<file path="src/verilog/reg_port_pkg.sv">
// constants, register map and timing for the regulator serial control port
package reg_port_pkg;

  // register map
  localparam logic [7:0] OUTPUT_VOLTAGE_CONTROL_ADDR = 8'h00;
  localparam logic [7:0] RAMP_RATE_CONTROL_ADDR      = 8'h01;
  localparam logic [7:0] OUTPUT_VOLTAGE_RESET        = 8'h00;
  localparam logic [7:0] RAMP_RATE_RESET             = 8'h00;
  localparam logic [7:0] UNMAPPED_READ_VALUE         = 8'h00;

  // field layout
  localparam int LEVEL_CODE_MSB     = 4;
  localparam int QUIET_PFM_BIT      = 5;
  localparam int WRITE_UNLOCK_BIT   = 7;
  localparam int RAMP_DELAY_MSB     = 2;
  localparam int LEVEL_CODE_WIDTH   = LEVEL_CODE_MSB + 1;
  localparam int RAMP_DELAY_WIDTH   = RAMP_DELAY_MSB + 1;

  // serial byte framing
  localparam int             BYTE_BITS   = 8;
  localparam logic [3:0]     BITS_PER_BYTE = 4'h8;
  localparam logic [3:0]     BIT_CNT_ZERO  = 4'h0;
  localparam logic           SDA_LOW       = 1'b0;

  // synchroniser lanes: {auto_pfm_mode, chip_enable, sda, scl}
  localparam int         SYNC_WIDTH = 4;
  localparam int         LANE_SCL   = 0;
  localparam int         LANE_SDA   = 1;
  localparam int         LANE_EN    = 2;
  localparam int         LANE_MODE  = 3;
  localparam logic [3:0] SYNC_RESET = 4'hb;

  // ramp step delay per one-code change, in ns
  localparam int CLK_PERIOD_NS = 40;
  localparam int STEP_NS_1     = 1500;
  localparam int STEP_NS_2     = 3100;
  localparam int STEP_NS_3     = 6300;
  localparam int STEP_NS_4     = 12500;
  localparam int STEP_NS_5     = 25000;
  localparam int STEP_NS_6     = 50000;
  localparam int STEP_NS_7     = 100000;
  localparam int STEP_CNT_WIDTH = 12;

  localparam logic [11:0] STEP_CYC_1 = 12'((STEP_NS_1 + CLK_PERIOD_NS - 1) / CLK_PERIOD_NS);
  localparam logic [11:0] STEP_CYC_2 = 12'((STEP_NS_2 + CLK_PERIOD_NS - 1) / CLK_PERIOD_NS);
  localparam logic [11:0] STEP_CYC_3 = 12'((STEP_NS_3 + CLK_PERIOD_NS - 1) / CLK_PERIOD_NS);
  localparam logic [11:0] STEP_CYC_4 = 12'((STEP_NS_4 + CLK_PERIOD_NS - 1) / CLK_PERIOD_NS);
  localparam logic [11:0] STEP_CYC_5 = 12'((STEP_NS_5 + CLK_PERIOD_NS - 1) / CLK_PERIOD_NS);
  localparam logic [11:0] STEP_CYC_6 = 12'((STEP_NS_6 + CLK_PERIOD_NS - 1) / CLK_PERIOD_NS);
  localparam logic [11:0] STEP_CYC_7 = 12'((STEP_NS_7 + CLK_PERIOD_NS - 1) / CLK_PERIOD_NS);
  localparam logic [11:0] STEP_CYC_0 = 12'h000;
  localparam logic [11:0] STEP_CNT_ONE = 12'h001;

  function automatic logic [11:0] step_cycles(input logic [2:0] code);
    logic [11:0] cyc;
    cyc = STEP_CYC_0;
    case (code)
      3'h1:    cyc = STEP_CYC_1;
      3'h2:    cyc = STEP_CYC_2;
      3'h3:    cyc = STEP_CYC_3;
      3'h4:    cyc = STEP_CYC_4;
      3'h5:    cyc = STEP_CYC_5;
      3'h6:    cyc = STEP_CYC_6;
      3'h7:    cyc = STEP_CYC_7;
      default: cyc = STEP_CYC_0;
    endcase
    return cyc;
  endfunction

endpackage

</file>
<file path="src/verilog/line_sync.sv">
// two-flop synchroniser for a group of asynchronous inputs
`timescale 1ns/100ps
`default_nettype none

module line_sync #(
  parameter int               WIDTH       = 1,
  parameter logic [WIDTH-1:0] RESET_VALUE = '0
) (
  input  wire logic             core_clk_i,
  input  wire logic             arst_n_i,
  input  wire logic [WIDTH-1:0] async_i,
  output logic      [WIDTH-1:0] sync_o
);

  logic [WIDTH-1:0] meta_reg;

  always_ff @(posedge core_clk_i or negedge arst_n_i) begin
    if (!arst_n_i) begin
      meta_reg <= RESET_VALUE;
      sync_o   <= RESET_VALUE;
    end else begin
      meta_reg <= async_i;
      sync_o   <= meta_reg;
    end
  end

endmodule

`default_nettype wire

</file>
<file path="src/verilog/regulator_i2c_control_port.sv">
// serial slave control port with output-voltage and ramp-rate registers
`timescale 1ns/100ps
`default_nettype none

// Function
// - unlock set: apply last accepted level settings
// - no accepted write: apply factory default settings
// - write with unlock zero: revert to default
// - level code selects 1.9V plus code tenths
// - ramp field sets delay per code step
// - slave only; master starts and clocks all
// - bytes shift most significant bit first
// - sda change with scl high: start/stop
// - after power-up sda released as input
// - ignore starts while powering up or disabled
// - stop after valid write triggers reconfiguration
// - transmitter releases sda; receiver acks ninth clock
// - ack matching id, register and data bytes
// - id byte: slave address plus direction bit
// - stop before data byte+ack discards command
// - read: addr write, restart, id read, byte
// - bit 5 quiet pfm, ignored under forced pwm
module regulator_i2c_control_port
  import reg_port_pkg::*;
#(
  parameter logic [6:0] SLAVE_ADDR         = 7'h2a, // value arbitrary
  parameter logic [4:0] DEFAULT_LEVEL_CODE = 5'h0e,
  parameter logic       DEFAULT_QUIET_PFM  = 1'b0
) (
  input  wire logic                                   core_clk_i,
  input  wire logic                                   arst_n_i,
  input  wire logic                                   scl_i,
  input  wire logic                                   sda_i,
  output logic                                        sda_o,
  output logic                                        sda_oe_o,
  input  wire logic                                   chip_enable_i,
  input  wire logic                                   auto_pfm_mode_i,
  input  wire logic                                   power_up_done_i,
  output logic [reg_port_pkg::LEVEL_CODE_MSB:0]       output_level_code_o,
  output logic                                        quiet_pfm_select_o,
  output logic [reg_port_pkg::RAMP_DELAY_MSB:0]       ramp_step_delay_o,
  output logic                                        reconfig_o
);
  import reg_port_pkg::*;

  typedef enum logic [3:0] {
    ST_IDLE, ST_ID, ST_ACK_ID, ST_REG, ST_ACK_REG, ST_WDATA,
    ST_ACK_DATA, ST_RDATA, ST_RACK, ST_WAIT_STOP
  } port_state_e;

  port_state_e                     state_reg;
  logic [SYNC_WIDTH-1:0]           pins_sync;
  logic                            scl_prev_reg, sda_prev_reg, scl_s, sda_s;
  logic                            bus_active, forced_pwm;
  logic                            scl_rise, scl_fall, start_det, stop_det, bit_in, byte_done;
  logic [3:0]                      bit_cnt_reg;
  logic [7:0]                      shift_reg, tx_reg, ptr_reg, staged_reg;
  logic                            is_read_reg, wr_done_reg, oe_reg;
  logic [7:0]                      output_voltage_control, ramp_rate_control, rd_byte;
  logic [LEVEL_CODE_MSB:0]         target_code, level_reg;
  logic                            target_quiet, quiet_reg, reconfig_reg;
  logic [STEP_CNT_WIDTH-1:0]       delay_cnt_reg, step_cyc;

  line_sync #(
    .WIDTH       (SYNC_WIDTH),
    .RESET_VALUE (SYNC_RESET)
  ) u_pin_sync (
    .core_clk_i (core_clk_i),
    .arst_n_i   (arst_n_i),
    .async_i    ({auto_pfm_mode_i, chip_enable_i, sda_i, scl_i}),
    .sync_o     (pins_sync)
  );

  assign scl_s      = pins_sync[LANE_SCL];
  assign sda_s      = pins_sync[LANE_SDA];
  assign forced_pwm = ~pins_sync[LANE_MODE];
  assign bus_active = pins_sync[LANE_EN] & power_up_done_i;

  // edge detection on the synchronised lines
  always_ff @(posedge core_clk_i or negedge arst_n_i) begin
    if (!arst_n_i) begin
      scl_prev_reg <= SYNC_RESET[LANE_SCL];
      sda_prev_reg <= SYNC_RESET[LANE_SDA];
    end else begin
      scl_prev_reg <= scl_s;
      sda_prev_reg <= sda_s;
    end
  end

  assign scl_rise  = scl_s & ~scl_prev_reg;
  assign scl_fall  = ~scl_s & scl_prev_reg;
  assign start_det = scl_s & scl_prev_reg & sda_prev_reg & ~sda_s;
  assign stop_det  = scl_s & scl_prev_reg & ~sda_prev_reg & sda_s;
  assign bit_in    = scl_rise & (bit_cnt_reg != BITS_PER_BYTE);
  assign byte_done = scl_fall & (bit_cnt_reg == BITS_PER_BYTE);

  // read data selection
  always_comb begin
    rd_byte = UNMAPPED_READ_VALUE;
    if (ptr_reg == OUTPUT_VOLTAGE_CONTROL_ADDR) begin
      rd_byte = output_voltage_control;
    end else if (ptr_reg == RAMP_RATE_CONTROL_ADDR) begin
      rd_byte = ramp_rate_control;
    end
  end

  // serial protocol engine, slave only
  always_ff @(posedge core_clk_i or negedge arst_n_i) begin
    if (!arst_n_i) begin
      state_reg   <= ST_IDLE;
      bit_cnt_reg <= BIT_CNT_ZERO;
      shift_reg   <= '0;
      tx_reg      <= '0;
      ptr_reg     <= OUTPUT_VOLTAGE_CONTROL_ADDR;
      staged_reg  <= '0;
      is_read_reg <= 1'b0;
      wr_done_reg <= 1'b0;
      oe_reg      <= 1'b0;
    end else if (!bus_active) begin
      state_reg   <= ST_IDLE;
      oe_reg      <= 1'b0;
      wr_done_reg <= 1'b0;
    end else if (start_det) begin
      state_reg   <= ST_ID;
      bit_cnt_reg <= BIT_CNT_ZERO;
      oe_reg      <= 1'b0;
      wr_done_reg <= 1'b0;
    end else if (stop_det) begin
      state_reg   <= ST_IDLE;
      oe_reg      <= 1'b0;
      wr_done_reg <= 1'b0;
    end else begin
      case (state_reg)
        ST_ID, ST_REG, ST_WDATA: begin
          if (bit_in) begin
            shift_reg   <= {shift_reg[BYTE_BITS-2:0], sda_s};
            bit_cnt_reg <= bit_cnt_reg + 4'h1;
          end else if (byte_done) begin
            bit_cnt_reg <= BIT_CNT_ZERO;
            if (state_reg == ST_ID) begin
              if (shift_reg[BYTE_BITS-1:1] == SLAVE_ADDR) begin
                oe_reg      <= 1'b1;
                is_read_reg <= shift_reg[0];
                state_reg   <= ST_ACK_ID;
              end else begin
                state_reg <= ST_IDLE;
              end
            end else if (state_reg == ST_REG) begin
              ptr_reg   <= shift_reg;
              oe_reg    <= 1'b1;
              state_reg <= ST_ACK_REG;
            end else begin
              staged_reg <= shift_reg;
              oe_reg     <= 1'b1;
              state_reg  <= ST_ACK_DATA;
            end
          end
        end
        ST_ACK_ID: begin
          if (scl_fall) begin
            if (is_read_reg) begin
              oe_reg    <= ~rd_byte[BYTE_BITS-1];
              tx_reg    <= {rd_byte[BYTE_BITS-2:0], 1'b0};
              state_reg <= ST_RDATA;
            end else begin
              oe_reg    <= 1'b0;
              state_reg <= ST_REG;
            end
          end
        end
        ST_ACK_REG: begin
          if (scl_fall) begin
            oe_reg    <= 1'b0;
            state_reg <= ST_WDATA;
          end
        end
        ST_ACK_DATA: begin
          if (scl_fall) begin
            oe_reg      <= 1'b0;
            wr_done_reg <= 1'b1;
            state_reg   <= ST_WAIT_STOP;
          end
        end
        ST_RDATA: begin
          if (bit_in) begin
            bit_cnt_reg <= bit_cnt_reg + 4'h1;
          end else if (byte_done) begin
            bit_cnt_reg <= BIT_CNT_ZERO;
            oe_reg      <= 1'b0;
            state_reg   <= ST_RACK;
          end else if (scl_fall) begin
            oe_reg <= ~tx_reg[BYTE_BITS-1];
            tx_reg <= {tx_reg[BYTE_BITS-2:0], 1'b0};
          end
        end
        ST_RACK: begin
          if (scl_rise) begin
            state_reg <= ST_WAIT_STOP;
          end
        end
        ST_IDLE, ST_WAIT_STOP: begin
          oe_reg <= 1'b0;
        end
        default: begin
          state_reg <= ST_IDLE;
          oe_reg    <= 1'b0;
        end
      endcase
    end
  end

  assign sda_o    = SDA_LOW;
  assign sda_oe_o = oe_reg;

  // register commit at the stop that ends a complete write
  always_ff @(posedge core_clk_i or negedge arst_n_i) begin
    if (!arst_n_i) begin
      output_voltage_control <= OUTPUT_VOLTAGE_RESET;
      ramp_rate_control      <= RAMP_RATE_RESET;
      reconfig_reg           <= 1'b0;
    end else begin
      reconfig_reg <= 1'b0;
      if (bus_active && stop_det && wr_done_reg) begin
        reconfig_reg <= 1'b1;
        if (ptr_reg == OUTPUT_VOLTAGE_CONTROL_ADDR) begin
          if (staged_reg[WRITE_UNLOCK_BIT]) begin
            output_voltage_control <= staged_reg;
          end else begin
            output_voltage_control <= OUTPUT_VOLTAGE_RESET;
          end
        end else if (ptr_reg == RAMP_RATE_CONTROL_ADDR) begin
          ramp_rate_control <= staged_reg;
        end
      end
    end
  end

  // applied setting: last accepted when unlocked, factory default otherwise
  assign target_code  = output_voltage_control[WRITE_UNLOCK_BIT] ?
                        output_voltage_control[LEVEL_CODE_MSB:0] : DEFAULT_LEVEL_CODE;
  assign target_quiet = output_voltage_control[WRITE_UNLOCK_BIT] ?
                        output_voltage_control[QUIET_PFM_BIT] : DEFAULT_QUIET_PFM;
  assign step_cyc     = step_cycles(ramp_rate_control[RAMP_DELAY_MSB:0]);

  // level code ramp, one code step per programmed delay
  always_ff @(posedge core_clk_i or negedge arst_n_i) begin
    if (!arst_n_i) begin
      level_reg     <= DEFAULT_LEVEL_CODE;
      delay_cnt_reg <= '0;
    end else if (level_reg == target_code) begin
      delay_cnt_reg <= '0;
    end else if (step_cyc == STEP_CYC_0) begin
      level_reg     <= target_code;
      delay_cnt_reg <= '0;
    end else if (delay_cnt_reg >= step_cyc - STEP_CNT_ONE) begin
      delay_cnt_reg <= '0;
      if (target_code > level_reg) begin
        level_reg <= level_reg + 5'h01;
      end else begin
        level_reg <= level_reg - 5'h01;
      end
    end else begin
      delay_cnt_reg <= delay_cnt_reg + STEP_CNT_ONE;
    end
  end

  // quiet pfm has no effect under forced pwm
  always_ff @(posedge core_clk_i or negedge arst_n_i) begin
    if (!arst_n_i) begin
      quiet_reg <= DEFAULT_QUIET_PFM;
    end else begin
      quiet_reg <= target_quiet & ~forced_pwm;
    end
  end

  assign output_level_code_o = level_reg;
  assign quiet_pfm_select_o  = quiet_reg;
  assign ramp_step_delay_o   = ramp_rate_control[RAMP_DELAY_MSB:0];
  assign reconfig_o          = reconfig_reg;

  // checks
  chk_disabled_idle: assert property (@(posedge core_clk_i) disable iff (!arst_n_i)
    !bus_active |=> state_reg == ST_IDLE && !sda_oe_o)
    else $error("port not idle while disabled");
  chk_idle_released: assert property (@(posedge core_clk_i) disable iff (!arst_n_i)
    state_reg == ST_IDLE |-> !sda_oe_o)
    else $error("sda driven while idle");
  chk_drive_slave_only: assert property (@(posedge core_clk_i) disable iff (!arst_n_i)
    sda_oe_o |-> state_reg inside {ST_ACK_ID, ST_ACK_REG, ST_ACK_DATA, ST_RDATA})
    else $error("sda driven outside slave slots");
  chk_ack_release: assert property (@(posedge core_clk_i) disable iff (!arst_n_i)
    bus_active && state_reg == ST_ACK_DATA && scl_fall && !start_det && !stop_det
    |=> !sda_oe_o && wr_done_reg)
    else $error("ack not released on ninth clock fall");
  chk_nack_mismatch: assert property (@(posedge core_clk_i) disable iff (!arst_n_i)
    bus_active && !start_det && !stop_det && state_reg == ST_ID && byte_done
    && shift_reg[7:1] != SLAVE_ADDR |=> state_reg == ST_IDLE && !sda_oe_o)
    else $error("mismatched address acknowledged");
  chk_ack_match: assert property (@(posedge core_clk_i) disable iff (!arst_n_i)
    bus_active && !start_det && !stop_det && state_reg == ST_ID && byte_done
    && shift_reg[7:1] == SLAVE_ADDR |=> sda_oe_o ##1 sda_oe_o)
    else $error("matching address not acknowledged");
  chk_commit_on_stop: assert property (@(posedge core_clk_i) disable iff (!arst_n_i)
    reconfig_o |-> $past(stop_det) && $past(wr_done_reg))
    else $error("reconfiguration without complete write and stop");
  chk_partial_discard: assert property (@(posedge core_clk_i) disable iff (!arst_n_i)
    stop_det && !wr_done_reg |=> !reconfig_o
    && $stable(output_voltage_control) && $stable(ramp_rate_control))
    else $error("partial write changed settings");
  chk_locked_default: assert property (@(posedge core_clk_i) disable iff (!arst_n_i)
    reconfig_o && $past(ptr_reg) == OUTPUT_VOLTAGE_CONTROL_ADDR
    && !$past(staged_reg[WRITE_UNLOCK_BIT]) |-> target_code == DEFAULT_LEVEL_CODE)
    else $error("protected write did not revert to default");
  chk_level_step: assert property (@(posedge core_clk_i) disable iff (!arst_n_i)
    $past(step_cyc) != STEP_CYC_0 && level_reg != $past(level_reg)
    |-> $past(delay_cnt_reg) == $past(step_cyc) - STEP_CNT_ONE
    && (level_reg == $past(level_reg) + 5'h01 || level_reg == $past(level_reg) - 5'h01))
    else $error("ramp step timing or size wrong");
  chk_quiet_forced: assert property (@(posedge core_clk_i) disable iff (!arst_n_i)
    forced_pwm |=> !quiet_pfm_select_o)
    else $error("quiet pfm active under forced pwm");

  cov_write_commit: cover property (@(posedge core_clk_i) disable iff (!arst_n_i)
    reconfig_o && output_voltage_control[WRITE_UNLOCK_BIT]);
  cov_read_byte: cover property (@(posedge core_clk_i) disable iff (!arst_n_i)
    state_reg == ST_RACK);
  cov_ramp_step: cover property (@(posedge core_clk_i) disable iff (!arst_n_i)
    step_cyc != STEP_CYC_0 && level_reg != target_code ##1 level_reg == target_code);

endmodule

`default_nettype wire
</file>
<file path="config.mk">
export PLATFORM = sky130hd
export DESIGN_NAME = regulator_i2c_control_port
export DESIGN_NICKNAME = d
export VERILOG_FILES = /design/src/verilog/reg_port_pkg.sv /design/src/verilog/line_sync.sv /design/src/verilog/regulator_i2c_control_port.sv
export SDC_FILE = /design/constraint.sdc
export NUM_CORES = 1
export LEC_CHECK = 0
export ABC_AREA = 0
export BUFFER_PORTS_ARGS = -buffer_cell sky130_fd_sc_hd__buf_2
export CORE_ASPECT_RATIO = 2
export CORE_UTILIZATION = 40
export DETAILED_ROUTE_END_ITERATION = 7
export SLEW_MARGIN = 20
export SYNTH_ARGS = -nofsm -noshare
export SYNTH_HDL_FRONTEND = slang
export SYNTH_SLANG_ARGS = --single-unit
</file>
<file path="constraint.sdc">
create_clock -name core_clk_i -period 8.9 [get_ports core_clk_i]
set_input_delay 0 -clock core_clk_i [delete_from_list [all_inputs] [get_ports core_clk_i]]
set_output_delay 0 -clock core_clk_i [all_outputs]
set_load 0.01 [all_outputs]
</file>
==> results of run 1 <==
[worst max-delay path by stage]
stage | start | endpoint | slack (ps) | cells after the start
floorplan | ramp_rate_control[1] | output_level_code_o[0] | 5630 | 15
global placement | ramp_rate_control[0] | output_level_code_o[0] | 5350 | 13
detailed placement | ramp_rate_control[1] | output_level_code_o[0] | 5290 | 12
CTS | ramp_rate_control[1] | output_level_code_o[0] | 5290 | 12
global route | ramp_rate_control[0] | output_level_code_o[0] | 4960 | 13
finish | ramp_rate_control[1] | output_level_code_o[0] | 5250 | 12
[final cells by class]
| cell class | instances | share of cell area [%] |
|---|---|---|
| timing repair buffer | 24 | 3.011 |
| tap | 145 | 3.438 |
| clock buffer | 10 | 4.528 |
| multi-input combinational | 333 | 45.31 |
| inverter | 19 | 1.351 |
| sequential | 87 | 41.51 |
| clock inverter | 6 | 0.8535 |
[routing by layer]
layer  part of all wire (%)  vias up
met1                     37     1651
li1                       -     1660
met5                      0        -
met3                    2.2       17
met4                    2.3        0
met2                     58       49
[per-stage QoR]
stage               power (mW)  utilization [%]  hold slack, ps  std cells  worst slack [ps]
finish                  0.7898            45.37           73.58        624              5254
global route            0.8191            45.37           104.7        624              4957
CTS                     0.7989            45.27           67.26        624              5287
detailed placement      0.4403            42.31          -184.9        602              5294
global placement        0.4395            42.31          -186.2        602              5349
floorplan               0.4264                -          -295.6        461              5632
[worst max-delay path: cells and delay by family (launching register included)]
family / cells / cell delay (ps)
flip-flops: 1 / 750
adder cells (fa/ha/maj): 2 / 580
AND/OR/NAND/NOR: 5 / 870
AO/OA/AOI/OAI: 5 / 1340
[kinds of logic (layout without fill, tap and decap cells)]
logic type      count (synthesis)  after routing
simple gates                  156            156
mux                            43             43
other cells                     1              1
flops                          87             87
buf+inv                        41             59
compound gates                 91             91
xor+xnor                       17             17
fa+ha+maj                      25             25
[cell usage in the layout, fill, tap and decap left out, types with 16 or more instances in the layout]
cell	instances
a21oi_1	23
nor2_1	40
o21ai_0	24
inv_1	18
nand3_1	23
ha_1	24
nand2_1	31
dfrtp_1	76
mux2_2	25
buf_2	16
[power by group]
group	internal, mW	switching (mW)	total [mW]
sequential	0.402	0.00458	0.407
combinational	0.00882	0.0192	0.0281
clock	0.198	0.158	0.355
total	0.608	0.181	0.790
[repair_timing]
item	in CTS	in global routing
setup endpoints to repair	0	0
endpoints found under the hold margin	9	0
hold buffers	6	0
==> flow_metrics.env, run 1 <==
export IMPL_yosys_warnings=0
export IMPL_dpl_hpwl_um=7483
export IMPL_relSlewSlack_pct=19.13
export IMPL_critPathKind="reg -> reg"
export IMPL_min_from="power_up_done_i"
export IMPL_status="completed"
export IMPL_top_usage_layer="met2"
export IMPL_grtUsageMet2_pct=34.73
export IMPL_core_um2=11630
export IMPL_post_cts_setup_buffer_count=0
export IMPL_grt_start_max_net_pins=83
export IMPL_port_buffers=17
export IMPL_r2r_start="ramp_rate_control[1]"
export IMPL_fp_dieW_um=79.08
export IMPL_fill_cells=1163
export IMPL_min_period_over_period_pct=40.96
export IMPL_final_layout_size_suffix_gt1_share_pct=20.04
export IMPL_grtUsageTotal_pct=17.78
export IMPL_synth_common_cells="76 x dfrtp_1, 40 x nor2_1, 31 x nand2_1"
export IMPL_tightest_slew_ps=1196
export IMPL_holdPathEnd="reconfig_o"
export IMPL_synth_top_area_share_pct=40.01
export IMPL_synth_fp_nets=493
export IMPL_ys_flop_type="dfrtp_1"
export IMPL_drtAntennaViolNets=0
export IMPL_yosysSeqAreaShare_pct=46.09
export IMPL_gp_congestion=0.8576
export IMPL_largest_reg_flops=12
export IMPL_cts_sinks=87
export IMPL_seq_area_um2=2191
export IMPL_drt_wl_total_um=10130
export IMPL_clock_fmax_ghz=0.2743
export IMPL_tns_ps=0
export IMPL_slowest_stage="dfrtp_1"
export IMPL_wl_per_cell_um=16.23
export IMPL_via_per_inst=5.412
export IMPL_synth_area_top_cells="dfrtp_1 40%, ha_1 6.3%, dfstp_2 6.1%"
export IMPL_rr_worst_depth=12
export IMPL_drc_errors=0
export IMPL_rrSetupSlack_ps=5250
export IMPL_num_io_pins=19
export IMPL_synthArstFlopShare_pct=100.0
export IMPL_post_route_cell_area_um2=5278
export IMPL_ys_ff_latch=87
export IMPL_grt_pass1_vias=3472
export IMPL_cts_resized=0
export IMPL_diodes=0
export IMPL_synth_edf_count=0
export IMPL_first_iter_violations=128
export IMPL_rr_endpoint="output_level_code_o[0]"
export IMPL_p_per_area_nw_per_um2=149.7
export IMPL_maxSlewViolCount=0
export IMPL_startpoint_type="flip-flop"
export IMPL_synth_cell_types=61
export IMPL_synthAdderAreaFrac_pct=6.739
export IMPL_path_cells="nand2b_1 > ha_1 > nor2b_1 > nor3_1 > or2_2 > ha_1 > a41o_1 > a21oi_1 > o22ai_1 > o21ai_1 > nor3_1 > a211o_1"
export IMPL_synth_top_family_by_area="simple AND/OR/NAND/NOR gates"
export IMPL_grt_pass1_wl_um=16660
export IMPL_cp_arrival_ps=3880
export IMPL_synth_xor_area_share_pct=3.132
export IMPL_rsz0062_at_grt="false"
export IMPL_htree_levels=3
export IMPL_clk_pin_slew_ps=60
export IMPL_synth_largest_area_cell="dfrtp_1"
export IMPL_fp_row_count=56
export IMPL_cts_tree="yes"
export IMPL_drv_cap=0
export IMPL_clkLatencyLatePin_ps=340
export IMPL_ir_worst_vdd_uv=113.1
export IMPL_hold_depth=3
export IMPL_use_met3_pct=2.924
export IMPL_layout_nets=506
export IMPL_crit_required_ps=9130
export IMPL_fin_worst_skew_ps=8.345
export IMPL_synth_most_common_cell="dfrtp_1"
export IMPL_dpl_cell_area_um2=4921
export IMPL_cp_end_kind="flip-flop"
export IMPL_report_final_setup_viol=0
export IMPL_max_stage_delay_ps=750
export IMPL_period_minus_slack_ps=3646
export IMPL_grtUsageMet1_pct=17.79
export IMPL_avgSynthCellArea_um2=10.31
export IMPL_cts_buffer_depth=2
export IMPL_synthToLayoutAreaGrowth_pct=11.03
export IMPL_die_y_um=156.2
export IMPL_die_area_um2=12350
export IMPL_initial_utilization_pct=40.87
export IMPL_synth_compound_area_share_pct=12.71
export IMPL_netlist_instances=461
export IMPL_hold_viol_final=0
export IMPL_firstDrtPassIters=4
export IMPL_synthSimpleGateAreaFrac_pct=16.77
export IMPL_cts_made_buffers=9
export IMPL_multi_input_area_um2=2391
export IMPL_antenna_found_initial=0
export IMPL_netlist_area_um2=4753
export IMPL_clock_root_buffer="clkbuf_16"
export IMPL_leakage_nw=2.504
export IMPL_synthMuxAreaShare_pct=10.56
export IMPL_hold_class="in -> reg"
export IMPL_cp_max_fo=21
export IMPL_num_vias=3377
export IMPL_grt_remaining_overflow=0
(Power assumes the default switching activity.)
==> run 2, diff against run 1 <==
Clock period 8.9 ns to 3.05 ns, I/O delays scaled along.
==> run 2 against run 1 <==
Design area increased by 3.1%. Critical endpoint unchanged. Fmax is 27% higher. Routed wire length rose by 3.1%. Clock power rose to 3.0 times the previous value. Via count up 2.0%. Cell count up 3.0%. Global-route usage increased by 0.79 points. Utilization increased by 1.4 points. Sequential power grew to 2.9 times the previous value. Non-clock buffer count up 19.
==> flow_metrics.env, run 2 (synthesized netlist as in run 1, its figures left out) <==
export IMPL_cp_max_fo=8
export IMPL_grt_remaining_overflow=0
export IMPL_leakage_nw=2.603
export IMPL_cp_arrival_ps=3080
export IMPL_grt_start_max_net_pins=70
export IMPL_num_io_pins=19
export IMPL_path_cells="inv_1 > nor2_1 > a21oi_1 > ha_1 > nor2b_2 > nor3_1 > or2_2 > ha_1 > a41o_1 > a21oi_1 > o22ai_1 > o21ai_4 > nor3_1 > a211o_1"
export IMPL_clock_root_buffer="clkbuf_16"
export IMPL_fp_dieW_um=79.08
export IMPL_drv_cap=0
export IMPL_cts_buffer_depth=2
export IMPL_fin_worst_skew_ps=7.611
export IMPL_firstDrtPassIters=5
export IMPL_drt_wl_total_um=10440
export IMPL_drtAntennaViolNets=0
export IMPL_tightest_slew_ps=869.9
export IMPL_first_iter_violations=179
export IMPL_cts_sinks=87
export IMPL_finalWorstSetupSlack_ps=186.0
export IMPL_period_minus_slack_ps=2864
export IMPL_htree_levels=3
export IMPL_layout_commonest_cell="dfrtp_1"
export IMPL_startpoint_type="flip-flop"
export IMPL_dpl_hpwl_um=7843
export IMPL_cts_made_buffers=9
export IMPL_timing_hold_ws_ps=101.5
export IMPL_via_per_inst=5.356
export IMPL_synthToLayoutAreaGrowth_pct=14.42
export IMPL_dpl_cell_count=622
export IMPL_hold_viol_final=0
export IMPL_layout_nets=525
export IMPL_report_final_setup_viol=0
export IMPL_die_y_um=156.2
export IMPL_grt_pass1_wl_um=17370
export IMPL_hold_depth=4
export IMPL_clock_fmax_ghz=0.3492
export IMPL_clk_pin_slew_ps=60
export IMPL_grt_pass1_vias=3544
export IMPL_cp_end_kind="flip-flop"
export IMPL_largest_reg_flops=12
export IMPL_rsz0062_at_grt="false"
export IMPL_core_um2=11630
export IMPL_gp_congestion=0.8679
export IMPL_hold_class="in -> reg"
export IMPL_dp_slack_ps=-93.62
export IMPL_die_area_um2=12350
export IMPL_finalPower_mw=2.343
export IMPL_max_stage_delay_ps=370
export IMPL_drc_errors=0
export IMPL_critPathKind="reg -> reg"
export IMPL_p_per_area_nw_per_um2=430.7
export IMPL_diodes=0
export IMPL_wl_per_cell_um=16.23
export IMPL_tns_ps=0
export IMPL_post_cts_setup_buffer_count=0
export IMPL_antenna_found_initial=0
export IMPL_slowest_stage="dfrtp_1"
export IMPL_initial_utilization_pct=40.87
export IMPL_relSlewSlack_pct=42.01
export IMPL_fp_row_count=56
export IMPL_layout_common_cells="76 x dfrtp_1, 40 x nor2_1, 30 x nand2_1, 25 x mux2_2, 24 x ha_1"
export IMPL_final_layout_size_suffix_gt1_share_pct=24.10
export IMPL_rr_worst_depth=14
export IMPL_clkLatencyLatePin_ps=340
export IMPL_status="completed"
export IMPL_num_vias=3444
export IMPL_port_buffers=17
export IMPL_maxSlewViolCount=0
export IMPL_ir_worst_vdd_uv=329.3
export IMPL_crit_required_ps=3270
export IMPL_cts_tree="yes"
export IMPL_min_period_over_period_pct=93.90
export IMPL_grtUsageTotal_pct=18.57
export IMPL_instances_no_fill=643
## run 2: final timing paths
| path | from | slack, ps | end |
|---|---|---|---|
| setup / recovery | ramp_rate_control[0] | 190 | output_level_code_o[0] |
| hold reg to reg | u_pin_sync.meta_reg[2] | 350 | u_pin_sync.sync_o[2] |
| setup reg to reg | ramp_rate_control[0] | 190 | output_level_code_o[0] |
| min in group asynchronous | arst_n_i | 310 | output_level_code_o[4] |
| hold / removal | power_up_done_i | 100 | state_reg[0] |
| max in group asynchronous | arst_n_i | 2030 | delay_cnt_reg[4] |
## run 2: critical path: cells and delay by family, from the launching register on
family / cells / cell delay [ps]
AO/OA/AOI/OAI: 6 / 1160
adder cells (fa/ha/maj): 2 / 480
buffers and inverters: 1 / 100
flip-flops: 1 / 370
AND/OR/NAND/NOR: 5 / 620
## run 2: final cells by class
class / count / area [um2]
flip-flops and latches: 87 / 2191
fillers: 1151 / 6192
inverters: 19 / 71.32
clock buffers: 10 / 229.0
multi-input cells: 333 / 2410
repair buffers: 43 / 295.3
well taps: 145 / 181.4
clock inverters: 6 / 61.31
## run 2: through the flow
stage / area, um2 / utilization [%]
global placement: 5071 / 43.60
finish: 5439 / 46.76
CTS: 5415 / 46.56
floorplan: 4757 / -
detailed placement: 5071 / 43.60
global route: 5439 / 46.76
## run 2: per-layer routing
metal	wire, um	share of wire [%]	up-vias	global-route usage [%]
li1	-	-	1690	-
met4	344	3.3	0	9.697
met3	194	1.9	26	2.982
met2	5999	57	48	35.06
met5	0	0	-	0
met1	3900	37	1680	18.96
## run 2: repair_timing
action / in CTS / in global routing
endpoints found under the setup margin: 4 / 16
pin swaps: 0 / 1
hold endpoints to repair: 60 / 0
hold buffers: 5 / 0
resized for setup: 1 / 6
cloned: 0 / 0
## run 2: power breakdown
| group | switching, mW | internal [mW] |
|---|---|---|
| registers | 0.0127 | 1.17 |
| clock network | 0.441 | 0.632 |
| logic | 0.0579 | 0.0262 |
